**src/bridge_pkg.sv**
```systemverilog
/*
  shared constants and carrier types for the core-side address decoder.
  assumes a single 200 MHz clock domain and 32-bit physical addresses.
*/
`default_nettype none
package bridge_pkg;

  // ****************************************
  // address map
  // ****************************************
  localparam logic [31:0] ROM_LO = 32'h1800_0000;
  localparam logic [31:0] ROM_HI = 32'h1FFF_FFFF;
  localparam logic [31:0] BCR_LO = 32'h0A00_0000;
  localparam logic [31:0] BCR_HI = 32'h0A00_0014;
  localparam logic [31:0] IRQ_A0 = 32'h0A00_0080;
  localparam logic [31:0] IRQ_A1 = 32'h0A00_008C;
  localparam logic [31:0] IRQ_A2 = 32'h0A00_0098;
  localparam logic [31:0] IRQ_A3 = 32'h0A00_009A;
  localparam logic [31:0] IRQ_A4 = 32'h0A00_0200;
  localparam logic [31:0] IRQ_A5 = 32'h0A00_0206;
  localparam logic [31:0] DRAM_LO = 32'h0000_0000;
  localparam logic [31:0] DRAM_HI = 32'h03FF_FFFF;
  localparam logic [31:0] MEMC_LO = 32'h0A00_0300;
  localparam logic [31:0] MEMC_HI = 32'h0A00_03FF;
  localparam logic [31:0] DMA1_LO = 32'h0A00_0020;
  localparam logic [31:0] DMA1_HI = 32'h0A00_0048;
  localparam logic [31:0] DMA2_LO = 32'h0A00_0600;
  localparam logic [31:0] DMA2_HI = 32'h0A00_06FF;
  localparam logic [31:0] DISP_LO = 32'h0A00_0400;
  localparam logic [31:0] DISP_HI = 32'h0A00_05FF;
  localparam logic [31:0] ISAIO_LO = 32'h1400_0000;
  localparam logic [31:0] ISAIO_HI = 32'h17FF_FFFF;
  localparam logic [31:0] ISAMEM_LO = 32'h1000_0000;
  localparam logic [31:0] ISAMEM_HI = 32'h13FF_FFFF;
  localparam logic [31:0] ISAW1_LO = 32'h0B00_0000;
  localparam logic [31:0] ISAW1_HI = 32'h0BFF_FFFF;
  localparam logic [31:0] ISAW2_LO = 32'h0C00_0000;
  localparam logic [31:0] ISAW2_HI = 32'h0CFF_FFFF;

  // ****************************************
  // register offsets, masks and reset values
  // ****************************************
  localparam logic [31:0] ROM_BUS_CONTROL_ADDR = 32'h0A00_0000;
  localparam logic [31:0] PERIPHERAL_CLOCK_GATE_ADDR = 32'h0A00_0004;
  localparam logic [31:0] ROM_ACCESS_TIMING_ADDR = 32'h0A00_000C;
  localparam logic [31:0] REFRESH_CONTROL_ADDR = 32'h0A00_0010;
  localparam logic [31:0] SILICON_REVISION_ADDR = 32'h0A00_0014;
  localparam logic [31:0] CLOCK_SPEED_REPORT_ADDR = 32'h0A00_0018;
  localparam logic [15:0] ROM_BUS_CONTROL_MASK = 16'hC017;
  localparam logic [15:0] ROM_BUS_CONTROL_RST = 16'h8000;
  localparam logic [15:0] CLOCK_GATE_MASK = 16'h007F;
  localparam logic [15:0] CLOCK_GATE_RST = 16'h0000;
  localparam logic [15:0] ROM_TIMING_MASK = 16'h700F;
  localparam logic [15:0] ROM_TIMING_RST = 16'h700F;
  localparam logic [15:0] REFRESH_RST = 16'h0000;
  localparam int CLK_GATE_W = 6;
  localparam int CLK_GATE_LSB = 1;

  // ****************************************
  // carriers
  // ****************************************
  typedef enum logic [3:0] {
    TGT_NONE, TGT_ROM, TGT_BUS_CTRL, TGT_IRQ, TGT_MEMC, TGT_DMA,
    TGT_DISPLAY, TGT_ISA, TGT_BUS
  } target_e;

  // module selects driven onto the internal peripheral bus
  typedef struct packed {
    logic rom;
    logic bus_ctrl;
    logic irq;
    logic memc;
    logic dma;
    logic display;
    logic isa;
  } sel_s;

  typedef struct packed {
    logic valid;
    logic write;
    logic [31:0] addr;
    logic [15:0] wdata;
  } req_s;

endpackage : bridge_pkg
`default_nettype wire

```
**src/host_bridge_address_decoder.sv**
```systemverilog
/*
  core-side address decoder and request router with its bus control registers.
  assumes requests arrive synchronous to clock_i, one per cycle at most, and
  that hibernate_i is a synchronous level from power management.
*/
`timescale 1ns/1ps
`default_nettype none
module host_bridge_address_decoder
  import bridge_pkg::*;
#(
  parameter logic [15:0] REVISION = 16'h0001, // arbitrary value
  parameter logic [15:0] CLOCK_SPEED = 16'h0000 // arbitrary value
) (
  // clock and reset
  input wire logic clock_i,
  input wire logic rst_n_i,
  input wire logic hibernate_i,
  // core request
  input wire req_s core_req_i,
  output logic core_ack_o,
  output logic [15:0] core_rdata_o,
  output var target_e core_target_o,
  // other bus masters
  input wire logic ext_valid_i,
  input wire logic [31:0] ext_addr_i,
  // internal peripheral bus
  output var sel_s sel_o,
  output logic bus_start_o,
  output logic [31:0] bus_addr_o,
  output logic bus_write_o,
  output logic [15:0] bus_wdata_o,
  // control outputs from registers
  output logic [CLK_GATE_W-1:0] clk_enable_o,
  output logic [15:0] rom_control_o,
  output logic [15:0] rom_timing_o,
  output logic [15:0] refresh_control_o
);

  // ****************************************
  // state
  // ****************************************
  typedef struct packed {
    logic ack;
    logic [15:0] rdata;
    target_e target;
    sel_s sel;
    logic start;
    logic [31:0] addr;
    logic write;
    logic [15:0] wdata;
    logic [15:0] rom_ctl;
    logic [15:0] clk_gate;
    logic [15:0] rom_tim;
    logic [15:0] refresh;
  } state_s;

  state_s q, d;
  // release stages live apart from the state copy so each register has one writer
  logic [1:0] rst_sync_q;
  logic [1:0] rst_sync_d;
  logic srst_n;
  assign rst_sync_d = {rst_sync_q[0], 1'b1};
  assign srst_n = rst_sync_q[1];

  // ****************************************
  // decode
  // ****************************************
  function automatic logic in_rng(input logic [31:0] a, input logic [31:0] lo,
                                  input logic [31:0] hi);
    in_rng = (a >= lo) && (a <= hi);
  endfunction

  // ****************************************
  // range hits
  // ****************************************
  // one flag per window; the chain below folds them into a single target
  typedef struct packed {
    logic rom;
    logic bus_ctrl;
    logic irq;
    logic dram;
    logic memc_regs;
    logic dma_one;
    logic dma_two;
    logic display;
    logic isa_io;
    logic isa_mem;
    logic isa_win_one;
    logic isa_win_two;
  } hit_s;

  // full-width compares: a hit needs the whole address, no aliasing
  function automatic hit_s hits_of(input logic [31:0] a);
    hit_s h;
    h.rom = in_rng(a, ROM_LO, ROM_HI);
    h.bus_ctrl = in_rng(a, BCR_LO, BCR_HI);
    h.irq = (a == IRQ_A0) || (a == IRQ_A1) || (a == IRQ_A2) ||
            (a == IRQ_A3) || (a == IRQ_A4) || (a == IRQ_A5);
    h.dram = in_rng(a, DRAM_LO, DRAM_HI);
    h.memc_regs = in_rng(a, MEMC_LO, MEMC_HI);
    h.dma_one = in_rng(a, DMA1_LO, DMA1_HI);
    h.dma_two = in_rng(a, DMA2_LO, DMA2_HI);
    h.display = in_rng(a, DISP_LO, DISP_HI);
    h.isa_io = in_rng(a, ISAIO_LO, ISAIO_HI);
    h.isa_mem = in_rng(a, ISAMEM_LO, ISAMEM_HI);
    h.isa_win_one = in_rng(a, ISAW1_LO, ISAW1_HI);
    h.isa_win_two = in_rng(a, ISAW2_LO, ISAW2_HI);
    return h;
  endfunction

  // single priority chain keeps the result exclusive
  function automatic target_e decode(input hit_s h);
    if (h.rom) begin
      decode = TGT_ROM;
    end else if (h.bus_ctrl) begin
      decode = TGT_BUS_CTRL;
    end else if (h.irq) begin
      decode = TGT_IRQ;
    end else if (h.dram || h.memc_regs) begin
      decode = TGT_MEMC;
    end else if (h.dma_one || h.dma_two) begin
      decode = TGT_DMA;
    end else if (h.display) begin
      decode = TGT_DISPLAY;
    end else if (h.isa_io || h.isa_mem || h.isa_win_one || h.isa_win_two) begin
      decode = TGT_ISA;
    end else begin
      decode = TGT_BUS; // nothing owns it, so a bus cycle goes out
    end
  endfunction

  function automatic sel_s to_sel(input target_e t);
    to_sel = '0;
    unique case (t)
      TGT_ROM: to_sel.rom = 1'b1;
      TGT_BUS_CTRL: to_sel.bus_ctrl = 1'b1;
      TGT_IRQ: to_sel.irq = 1'b1;
      TGT_MEMC: to_sel.memc = 1'b1;
      TGT_DMA: to_sel.dma = 1'b1;
      TGT_DISPLAY: to_sel.display = 1'b1;
      TGT_ISA: to_sel.isa = 1'b1;
      TGT_NONE, TGT_BUS: to_sel = '0;
    endcase
  endfunction

  // core and other-master addresses go through the same map
  hit_s core_hit, ext_hit;
  target_e core_t, ext_t;
  assign core_hit = hits_of(core_req_i.addr);
  assign ext_hit = hits_of(ext_addr_i);
  assign core_t = decode(core_hit);
  assign ext_t = decode(ext_hit);

  // ****************************************
  // next state
  // ****************************************
  always_comb begin
    d = q;
    d.ack = 1'b0;
    d.start = 1'b0;
    d.sel = '0;
    d.target = TGT_NONE;
    if (core_req_i.valid) begin
      // every core request is taken and answered next cycle
      d.ack = 1'b1;
      d.target = core_t;
      d.addr = core_req_i.addr;
      d.write = core_req_i.write;
      d.wdata = core_req_i.wdata;
      d.rdata = 16'h0000;
      d.sel = to_sel(core_t);
      // rom goes out over the peripheral bus; module targets and unowned get a cycle
      d.start = (core_t != TGT_BUS_CTRL) && (core_t != TGT_IRQ);
      if (core_t == TGT_BUS_CTRL || core_t == TGT_IRQ) begin
        d.sel = '0; // served locally, claimed only for the core
      end
      if (core_t == TGT_BUS_CTRL) begin
        unique case (core_req_i.addr)
          ROM_BUS_CONTROL_ADDR: begin
            d.rdata = q.rom_ctl;
            if (core_req_i.write) begin
              d.rom_ctl = core_req_i.wdata & ROM_BUS_CONTROL_MASK;
            end
          end
          PERIPHERAL_CLOCK_GATE_ADDR: begin
            d.rdata = q.clk_gate;
            if (core_req_i.write) begin
              d.clk_gate = core_req_i.wdata & CLOCK_GATE_MASK;
            end
          end
          ROM_ACCESS_TIMING_ADDR: begin
            d.rdata = q.rom_tim;
            if (core_req_i.write) begin
              d.rom_tim = core_req_i.wdata & ROM_TIMING_MASK;
            end
          end
          REFRESH_CONTROL_ADDR: begin
            d.rdata = q.refresh;
            if (core_req_i.write) begin
              d.refresh = core_req_i.wdata;
            end
          end
          SILICON_REVISION_ADDR: d.rdata = REVISION;
          default: d.rdata = 16'h0000; // holes read zero, writes dropped
        endcase
      end
    end else if (ext_valid_i && ext_t != TGT_BUS) begin
      // another master: selects only, no local claim
      d.sel = to_sel(ext_t);
    end
    // power-domain loss: the four control registers return to their reset values
    if (hibernate_i) begin
      d.rom_ctl = ROM_BUS_CONTROL_RST;
      d.clk_gate = CLOCK_GATE_RST;
      d.rom_tim = ROM_TIMING_RST;
      d.refresh = REFRESH_RST;
    end
  end

  // ****************************************
  // registers
  // ****************************************
  // reset sync bits take constants only; the rest uses the released copy
  always_ff @(posedge clock_i or negedge rst_n_i) begin
    if (!rst_n_i) begin
      rst_sync_q <= 2'b00;
    end else begin
      rst_sync_q <= rst_sync_d;
    end
  end

  always_ff @(posedge clock_i or negedge srst_n) begin
    if (!srst_n) begin
      q.ack <= 1'b0;
      q.rdata <= 16'h0000;
      q.target <= TGT_NONE;
      q.sel <= '0;
      q.start <= 1'b0;
      q.addr <= 32'h0000_0000;
      q.write <= 1'b0;
      q.wdata <= 16'h0000;
      q.rom_ctl <= ROM_BUS_CONTROL_RST;
      q.clk_gate <= CLOCK_GATE_RST;
      q.rom_tim <= ROM_TIMING_RST;
      q.refresh <= REFRESH_RST;
    end else begin
      q.ack <= d.ack;
      q.rdata <= d.rdata;
      q.target <= d.target;
      q.sel <= d.sel;
      q.start <= d.start;
      q.addr <= d.addr;
      q.write <= d.write;
      q.wdata <= d.wdata;
      q.rom_ctl <= d.rom_ctl;
      q.clk_gate <= d.clk_gate;
      q.rom_tim <= d.rom_tim;
      q.refresh <= d.refresh;
    end
  end

  // ****************************************
  // outputs
  // ****************************************
  // core answer
  assign core_ack_o = q.ack;
  assign core_rdata_o = q.rdata;
  assign core_target_o = q.target;
  // internal peripheral bus: selects and start last one cycle, address and data held until the next core request
  assign sel_o = q.sel;
  assign bus_start_o = q.start;
  assign bus_addr_o = q.addr;
  assign bus_write_o = q.write;
  assign bus_wdata_o = q.wdata;
  // bit high passes the unit clock, low blocks it
  assign clk_enable_o = q.clk_gate[CLK_GATE_LSB +: CLK_GATE_W];
  assign rom_control_o = q.rom_ctl;
  assign rom_timing_o = q.rom_tim;
  assign refresh_control_o = q.refresh;

endmodule // host_bridge_address_decoder
`default_nettype wire

```
**config.mk**
```make
export PLATFORM = sky130hd
export DESIGN_NAME = host_bridge_address_decoder
export DESIGN_NICKNAME = d
export VERILOG_FILES = /design/src/bridge_pkg.sv /design/src/host_bridge_address_decoder.sv
export SDC_FILE = /design/constraint.sdc
export NUM_CORES = 1
export LEC_CHECK = 0
export ABC_CLOCK_PERIOD_IN_PS = 3530
export BUFFER_PORTS_ARGS = -buffer_cell sky130_fd_sc_hd__buf_2
export CAP_MARGIN = 10
export CORE_MARGIN = 5
export CORE_UTILIZATION = 46
export DETAILED_ROUTE_END_ITERATION = 16
export GPL_ROUTABILITY_DRIVEN = 1
export GPL_TIMING_DRIVEN = 0
export PLACE_DENSITY = 0.88
export SETUP_SLACK_MARGIN = 0.5
export SLEW_MARGIN = 20
export SYNTH_ARGS = -nofsm -noshare
export SYNTH_HDL_FRONTEND = slang
export SYNTH_SLANG_ARGS = --single-unit
export TNS_END_PERCENT = 50
```
**constraint.sdc**
```tcl
create_clock -name clock_i -period 3.53 [get_ports clock_i]
set_input_delay 0.8825 -clock clock_i [delete_from_list [all_inputs] [get_ports clock_i]]
set_output_delay 0.8825 -clock clock_i [all_outputs]
set_load 0.01 [all_outputs]
```
# Word level (Yosys, flattened, before mapping)
# Cells that the tools add are included.
[word_totals] output_inout_bits=132 ff_bits=144 input_bits=86
[classes] eq_ne=34 muxes=45 n_lt_le_gt_ge=44 reduce_logical=56
[op_table] cell="32-bit by 28-bit == test with 1-bit output (second input constant)" n=17
[op_table] cell="32-bit by 28-bit greater-or-equal comparator with 1-bit output (second input constant)" n=14
[op_table] cell="32-bit by 28-bit <= comparator with 1-bit output (second input constant)" n=14
[op_table] cell="32-bit by 29-bit greater-or-equal comparator with 1-bit output (second input constant)" n=6
[op_table] cell="32-bit by 29-bit <= comparator with 1-bit output (second input constant)" n=6
[op_table] cell="16-bit 2-to-1 mux" n=9
[op_table] cell="64-bit 2-to-1 mux" n=2
[op_table] cell="114-bit 2-to-1 mux" n=1
[op_table] cell="16-bit one-hot mux with 5 select lines" n=1
[op_table] cell="32-bit by 1-bit greater-or-equal comparator with 1-bit output (second input constant)" n=2
[op_table] cell="32-bit by 26-bit <= comparator with 1-bit output (second input constant)" n=2
[op_table] cell="4-bit 2-to-1 mux" n=14
[op_table] cell="4-bit by 3-bit == test with 1-bit output (second input constant)" n=8
[op_table] cell="1-bit logical AND" n=24
[op_table] cell="1-bit logical OR" n=21
[op_table] cell="21-bit 2-to-1 mux" n=1
[op_table] cell="7-bit 2-to-1 mux" n=3
[op_table] cell="4-bit by 2-bit == test with 1-bit output (second input constant)" n=4
[op_table] cell="4-bit AND reduction" n=4
[op_table] cell="1-bit 2-to-1 mux" n=14
[op_table] cell="2-bit nonzero test" n=7
[op_table] cell="4-bit by 1-bit == test with 1-bit output (second input constant)" n=2
[op_table] cell="4-bit by 2-bit != test with 1-bit output (second input constant)" n=2
[op_table] cell="4-bit != test (second input constant)" n=1

# Longest topological paths before layout
[logic_depth] depth_word=16 ltp_mapped=8 depth_no_buf=6

# Least setup slack after synthesis
# No wires, ideal clock.
[synth_timing] path_kind="input to register" startpoint="in core_req_i[30] (netlist bit)" endpoint="reg q, in the netlist rom_control_o[15]" cell_stages=6 t_required_ps=3448 arrival_time_ps=3102 path_slack_ps=346 path_cell_list="or4_4 -> or4_4 -> or3_4 -> nor4_4 -> nor2b_1 -> a211o_1"
[synth_via] elab_chain_cells=15 word_cells_on_any_way=61
[synth_rtl] element="start: declaration" line="host_bridge_address_decoder.sv:19" text="input wire req_s core_req_i,"
[synth_rtl] element="32-bit by 29-bit greater-or-equal comparator with 1-bit output / 32-bit by 29-bit <= comparator with 1-bit output (equally long branches)" line="host_bridge_address_decoder.sv:70" text="in_rng = (a >= lo) && (a <= hi);"
[synth_rtl] element="1-bit logical AND" line="host_bridge_address_decoder.sv:70"
[synth_rtl] element="1-bit logical OR (3 in series)" line="host_bridge_address_decoder.sv:125" text="end else if (h.isa_io || h.isa_mem || h.isa_win_one || h.isa_win_two) begin"
[synth_rtl] element="4-bit 2-to-1 mux" line="host_bridge_address_decoder.sv:125"
[synth_rtl] element="4-bit 2-to-1 mux" line="host_bridge_address_decoder.sv:123" text="end else if (h.display) begin"
[synth_rtl] element="4-bit 2-to-1 mux" line="host_bridge_address_decoder.sv:121" text="end else if (h.dma_one || h.dma_two) begin"
[synth_rtl] element="4-bit 2-to-1 mux" line="host_bridge_address_decoder.sv:119" text="end else if (h.dram || h.memc_regs) begin"
[synth_rtl] element="4-bit 2-to-1 mux" line="host_bridge_address_decoder.sv:117" text="end else if (h.irq) begin"
[synth_rtl] element="4-bit 2-to-1 mux" line="host_bridge_address_decoder.sv:115" text="end else if (h.bus_ctrl) begin"
[synth_rtl] element="4-bit 2-to-1 mux" line="host_bridge_address_decoder.sv:113" text="if (h.rom) begin"
[synth_rtl] element="4-bit by 2-bit == test with 1-bit output" line="host_bridge_address_decoder.sv:177" text="if (core_t == TGT_BUS_CTRL) begin"
[synth_rtl] element="2-bit nonzero test (no source line)"
[synth_rtl] element="4-bit AND reduction (no source line) (*)"
[synth_rtl] element="end: declaration" line="host_bridge_address_decoder.sv:57" text="state_s q, d;"
# Every way passes the cells marked *; elsewhere a longest branch is shown, timed or not.
# A chain may end at the register's enable or synchronous reset.

# Worst setup path after layout
[layout_timing] startpoint="in core_req_i[30] (netlist bit)" endpoint="reg q, in the netlist refresh_control_o[15]"
# The elaborated chain is that of the path after synthesis.

==> flow_metrics.py <==
metrics = {
    "clock_tree": {
        "path_clk_slew_ns": 0.05,
        "clk_latency_ns": 0.42,
        "cts_buffers": 17,
        "cts-hold-fix-buffers": 0,
        "cts_tree": "done",
        "clockRootBuffer": "clkbuf_16",
        "clockBufferDepth": 2,
        "htreeDepth": 4,
        "clkSinkCount": 116,
    },
    "detailed_routing": {
        "totalWireLength_um": 18930,
        "vias_per_cell": 5.305,
        "drtIter0Drc": 433,
        "wl_per_cell_um": 17.42,
        "first_pass_iters": 7,
        "drc": 0,
        "via_count": 5766,
        "ant_nets": 0,
    },
    "power_and_ir_drop": {
        "p_seq_frac": 0.372,
        "netSwitchingFraction": 0.2357,
        "p_leak_uw": 0.004208,
        "finalPower_uw": 3838,
        "power.internal_uw": 2934,
        "p_clk_frac": 0.504,
        "p_comb_frac": 0.123,
        "vdd_drop_max_mv": 0.4022,
        "power.density_nw_per_um2": 443.4,
        "net-switching-power_uw": 904.7,
    },
    "timing": {
        "rsz0062_at_grt": "true",
        "finalHoldViolCount": 0,
        "period_minus_slack_ns": 3.013,
        "tns_ns": 0,
        "fin_crit_sh": 0.8535,
        "slew_violations": 0,
        "slew_headroom": 0.3828,
        "fmax_mhz": 331.9,
        "clock_skew_ns": 0.007211,
        "setup-violations-final": 0,
        "worstMarginPinSlew_ns": 0.9202,
    },
    "worst_setup_path": {
        "crit_type": "in -> reg",
        "r2r_slack_ns": 2.29,
        "required_ns": 3.80,
        "ff2ff_path_depth": 3,
        "worst-path-max-fanout": 10,
        "critPathCaptureType": "flip-flop",
        "r2r_end": "core_rdata_o[2]",
        "critical_path_arrival_ns": 3.28,
        "crit_start": "core_req_i[30]",
        "r2r_start": "clk_enable_o[1]",
        "startpoint_type": "input port",
    },
    "die": {
        "coreArea_um2": 13880,
        "ios": 218,
        "dieWidth_um": 128.9,
        "die_area_um2": 16630,
        "start_util": 0.4688,
        "row_count": 43,
        "dieHeight_um": 128.9,
    },
    "yosys": {
        "yosysUniqueCellTypes": 62,
        "synthMostInstantiatedCell": "buf_4",
        "synthTopCellsByArea": "dfrtp_1 42%, buf_4 15%, mux2_2 7.8%",
        "ys_warn_count": 0,
        "netlist.area_leader.share": 0.4153,
        "syn_area_per_cell_um2": 10.03,
        "synth_area_um2": 6507,
        "async_reset_ff_frac": 1.000,
        "ys_seq_area_frac": 0.4476,
        "yosysTopAreaCell": "dfrtp_1",
        "synth_edf_count": 0,
        "synth_common_cells": "130 x buf_4, 108 x dfrtp_1, 45 x mux2_2",
        "syn_inst": 649,
        "synth_flop_cell": "dfrtp_1",
        "synth-seq-cells": 116,
    },
    "placed_design": {
        "gp_congestion": 0.9366,
        "dp_hpwl_um": 14350,
        "portBuffers": 196,
    },
    "final_layout": {
        "area_growth_pct": 33.01,
        "fillers": 1159,
        "drive_gt1_frac": 0.4972,
        "fin_util": 0.6236,
        "fin_nets": 978,
    },
    "global_route": {
        "grt_use_total": 0.2243,
        "grt_pass1_vias": 5549,
        "grt_max_degree": 51,
        "grt_overflow": 0,
        "antenna_found_initial": 2,
        "grt_pass1_wl_um": 28890,
    },
    "flow_run": {
        "maxCapViolations": 0,
    },
    "run_status": {
        "status": "finished, final reports clean",
    },
    "worst_hold_path": {
        "hp-class": "reg -> async",
    },
}
layer usage:
layer	global-route usage	up-vias	routed length [µm]
met4	0.1174	0	583
met2	0.3564	313	9378
met3	0.05272	52	1734
met5	0	-	0
met1	0.2853	2740	7235
li1	-	2661	-
worst max-delay path: stages:
cell and delay, ns:
buf_2 0.10, or4_4 0.57, or4_4 0.51, buf_4 0.21, nor4_4 0.39, nand3_2 0.24
buf_6 0.23, nand2_1 0.09, a21oi_1 0.06
layout by cell type, fill, tap and decap left out, types with 6 or more instances in the layout:
| cell | synthesis | routed |
|---|---|---|
| nand3_1 | 31 | 30 |
| buf_4 | 130 | 139 |
| conb_1 | 2 | 20 |
| nand4_1 | 6 | 6 |
| clkbuf_16 | 0 | 17 |
| a22oi_1 | 6 | 6 |
| buf_2 | 3 | 196 |
| clkbuf_1 | 13 | 11 |
| inv_1 | 20 | 20 |
| dfstp_2 | 8 | 8 |
| nor3_1 | 14 | 12 |
| o21ai_0 | 22 | 22 |
| buf_1 | 10 | 10 |
| and3_1 | 7 | 7 |
| nor2_1 | 21 | 21 |
| nand2_1 | 44 | 44 |
| mux2i_1 | 6 | 6 |
| or3_1 | 8 | 8 |
| a211o_1 | 8 | 8 |
| mux2_2 | 45 | 45 |
| a21oi_1 | 31 | 31 |
| o2bb2ai_1 | 10 | 10 |
| dfrtp_1 | 108 | 107 |
| nor4_1 | 16 | 13 |
per-stage QoR:
step                setup WS (ns)  cells  hold WS (ns)  area [µm²]
floorplan                  0.3457    667        0.3311        6576
global placement          -0.5506   1043        0.3357        7782
detailed placement        -0.4879   1045        0.2493        7838
CTS                        0.4829   1078        0.2242        8552
global route               0.4635   1087        0.2350        8656
finish                     0.5171   1087        0.2439        8656
power by group through the flow:
stage | Clock [µW] | Sequential, µW | Combinational (µW)
after floorplan | 0 | 1450 | 266
after detailed placement | 0 | 1450 | 469
after global placement | 0 | 1470 | 435
after CTS | 1960 | 1430 | 474
final | 1940 | 1430 | 473
after global routing | 2020 | 1440 | 516
registers in the layout (all words and copies together) (netlist names):
signal             cells
bus_addr_o            32
bus_start_o            1
bus_wdata_o           16
bus_write_o            1
clk_enable_o           6
core_ack_o             1
core_rdata_o          16
core_target_o          4
q                      1
refresh_control_o     16
rom_control_o          6
rom_timing_o           7
rst_sync_q             2
sel_o                  7
how the worst max path moves through the flow:
stage                             to  slack, ns  depth (start not counted)
2_1_floorplan      rom_control_o[15]       0.35                          6
3_3_place_gp         core_rdata_o[0]      -0.55                          7
3_5_place_dp        core_rdata_o[13]      -0.49                          7
4_1_cts        refresh_control_o[14]       0.48                          8
5_1_grt        refresh_control_o[15]       0.46                          9
6_report       refresh_control_o[15]       0.52                          9
timing repair:
item                       CTS  global route
pin swaps                    4             5
resized for setup            9            11
setup endpoints to repair   46            48
setup buffers                1             7
layout make-up:
cell class / count / area (µm²) / share of cell area
buffer: 156 / 1091 / 0.1260
clock inverter: 12 / 201.4 / 0.02327
timing repair buffer: 206 / 1089 / 0.1258
sequential: 116 / 2917 / 0.3369
tap: 180 / 225.2 / 0.02602
inverter: 20 / 75.07 / 0.008673
antenna: 2 / 5.005 / 0.0005782
clock buffer: 20 / 466.7 / 0.05392
multi-input combinational: 375 / 2586 / 0.2988
kinds of logic (layout without fill, tap and decap cells):
logic type | count (synthesis) | count (layout) | synth area share
AOI/OAI and AO/OA | 112 | 112 | 0.1179
xor gates and xnor gates | 5 | 5 | 0.006729
buffers and inverters | 176 | 414 | 0.1771
DFF | 116 | 116 | 0.4476
muxes | 51 | 51 | 0.08710
other | 2 | 22 | 0.001154
and+or+nand+nor | 187 | 187 | 0.1625
Note: power is estimated with default switching activity, not from simulation.
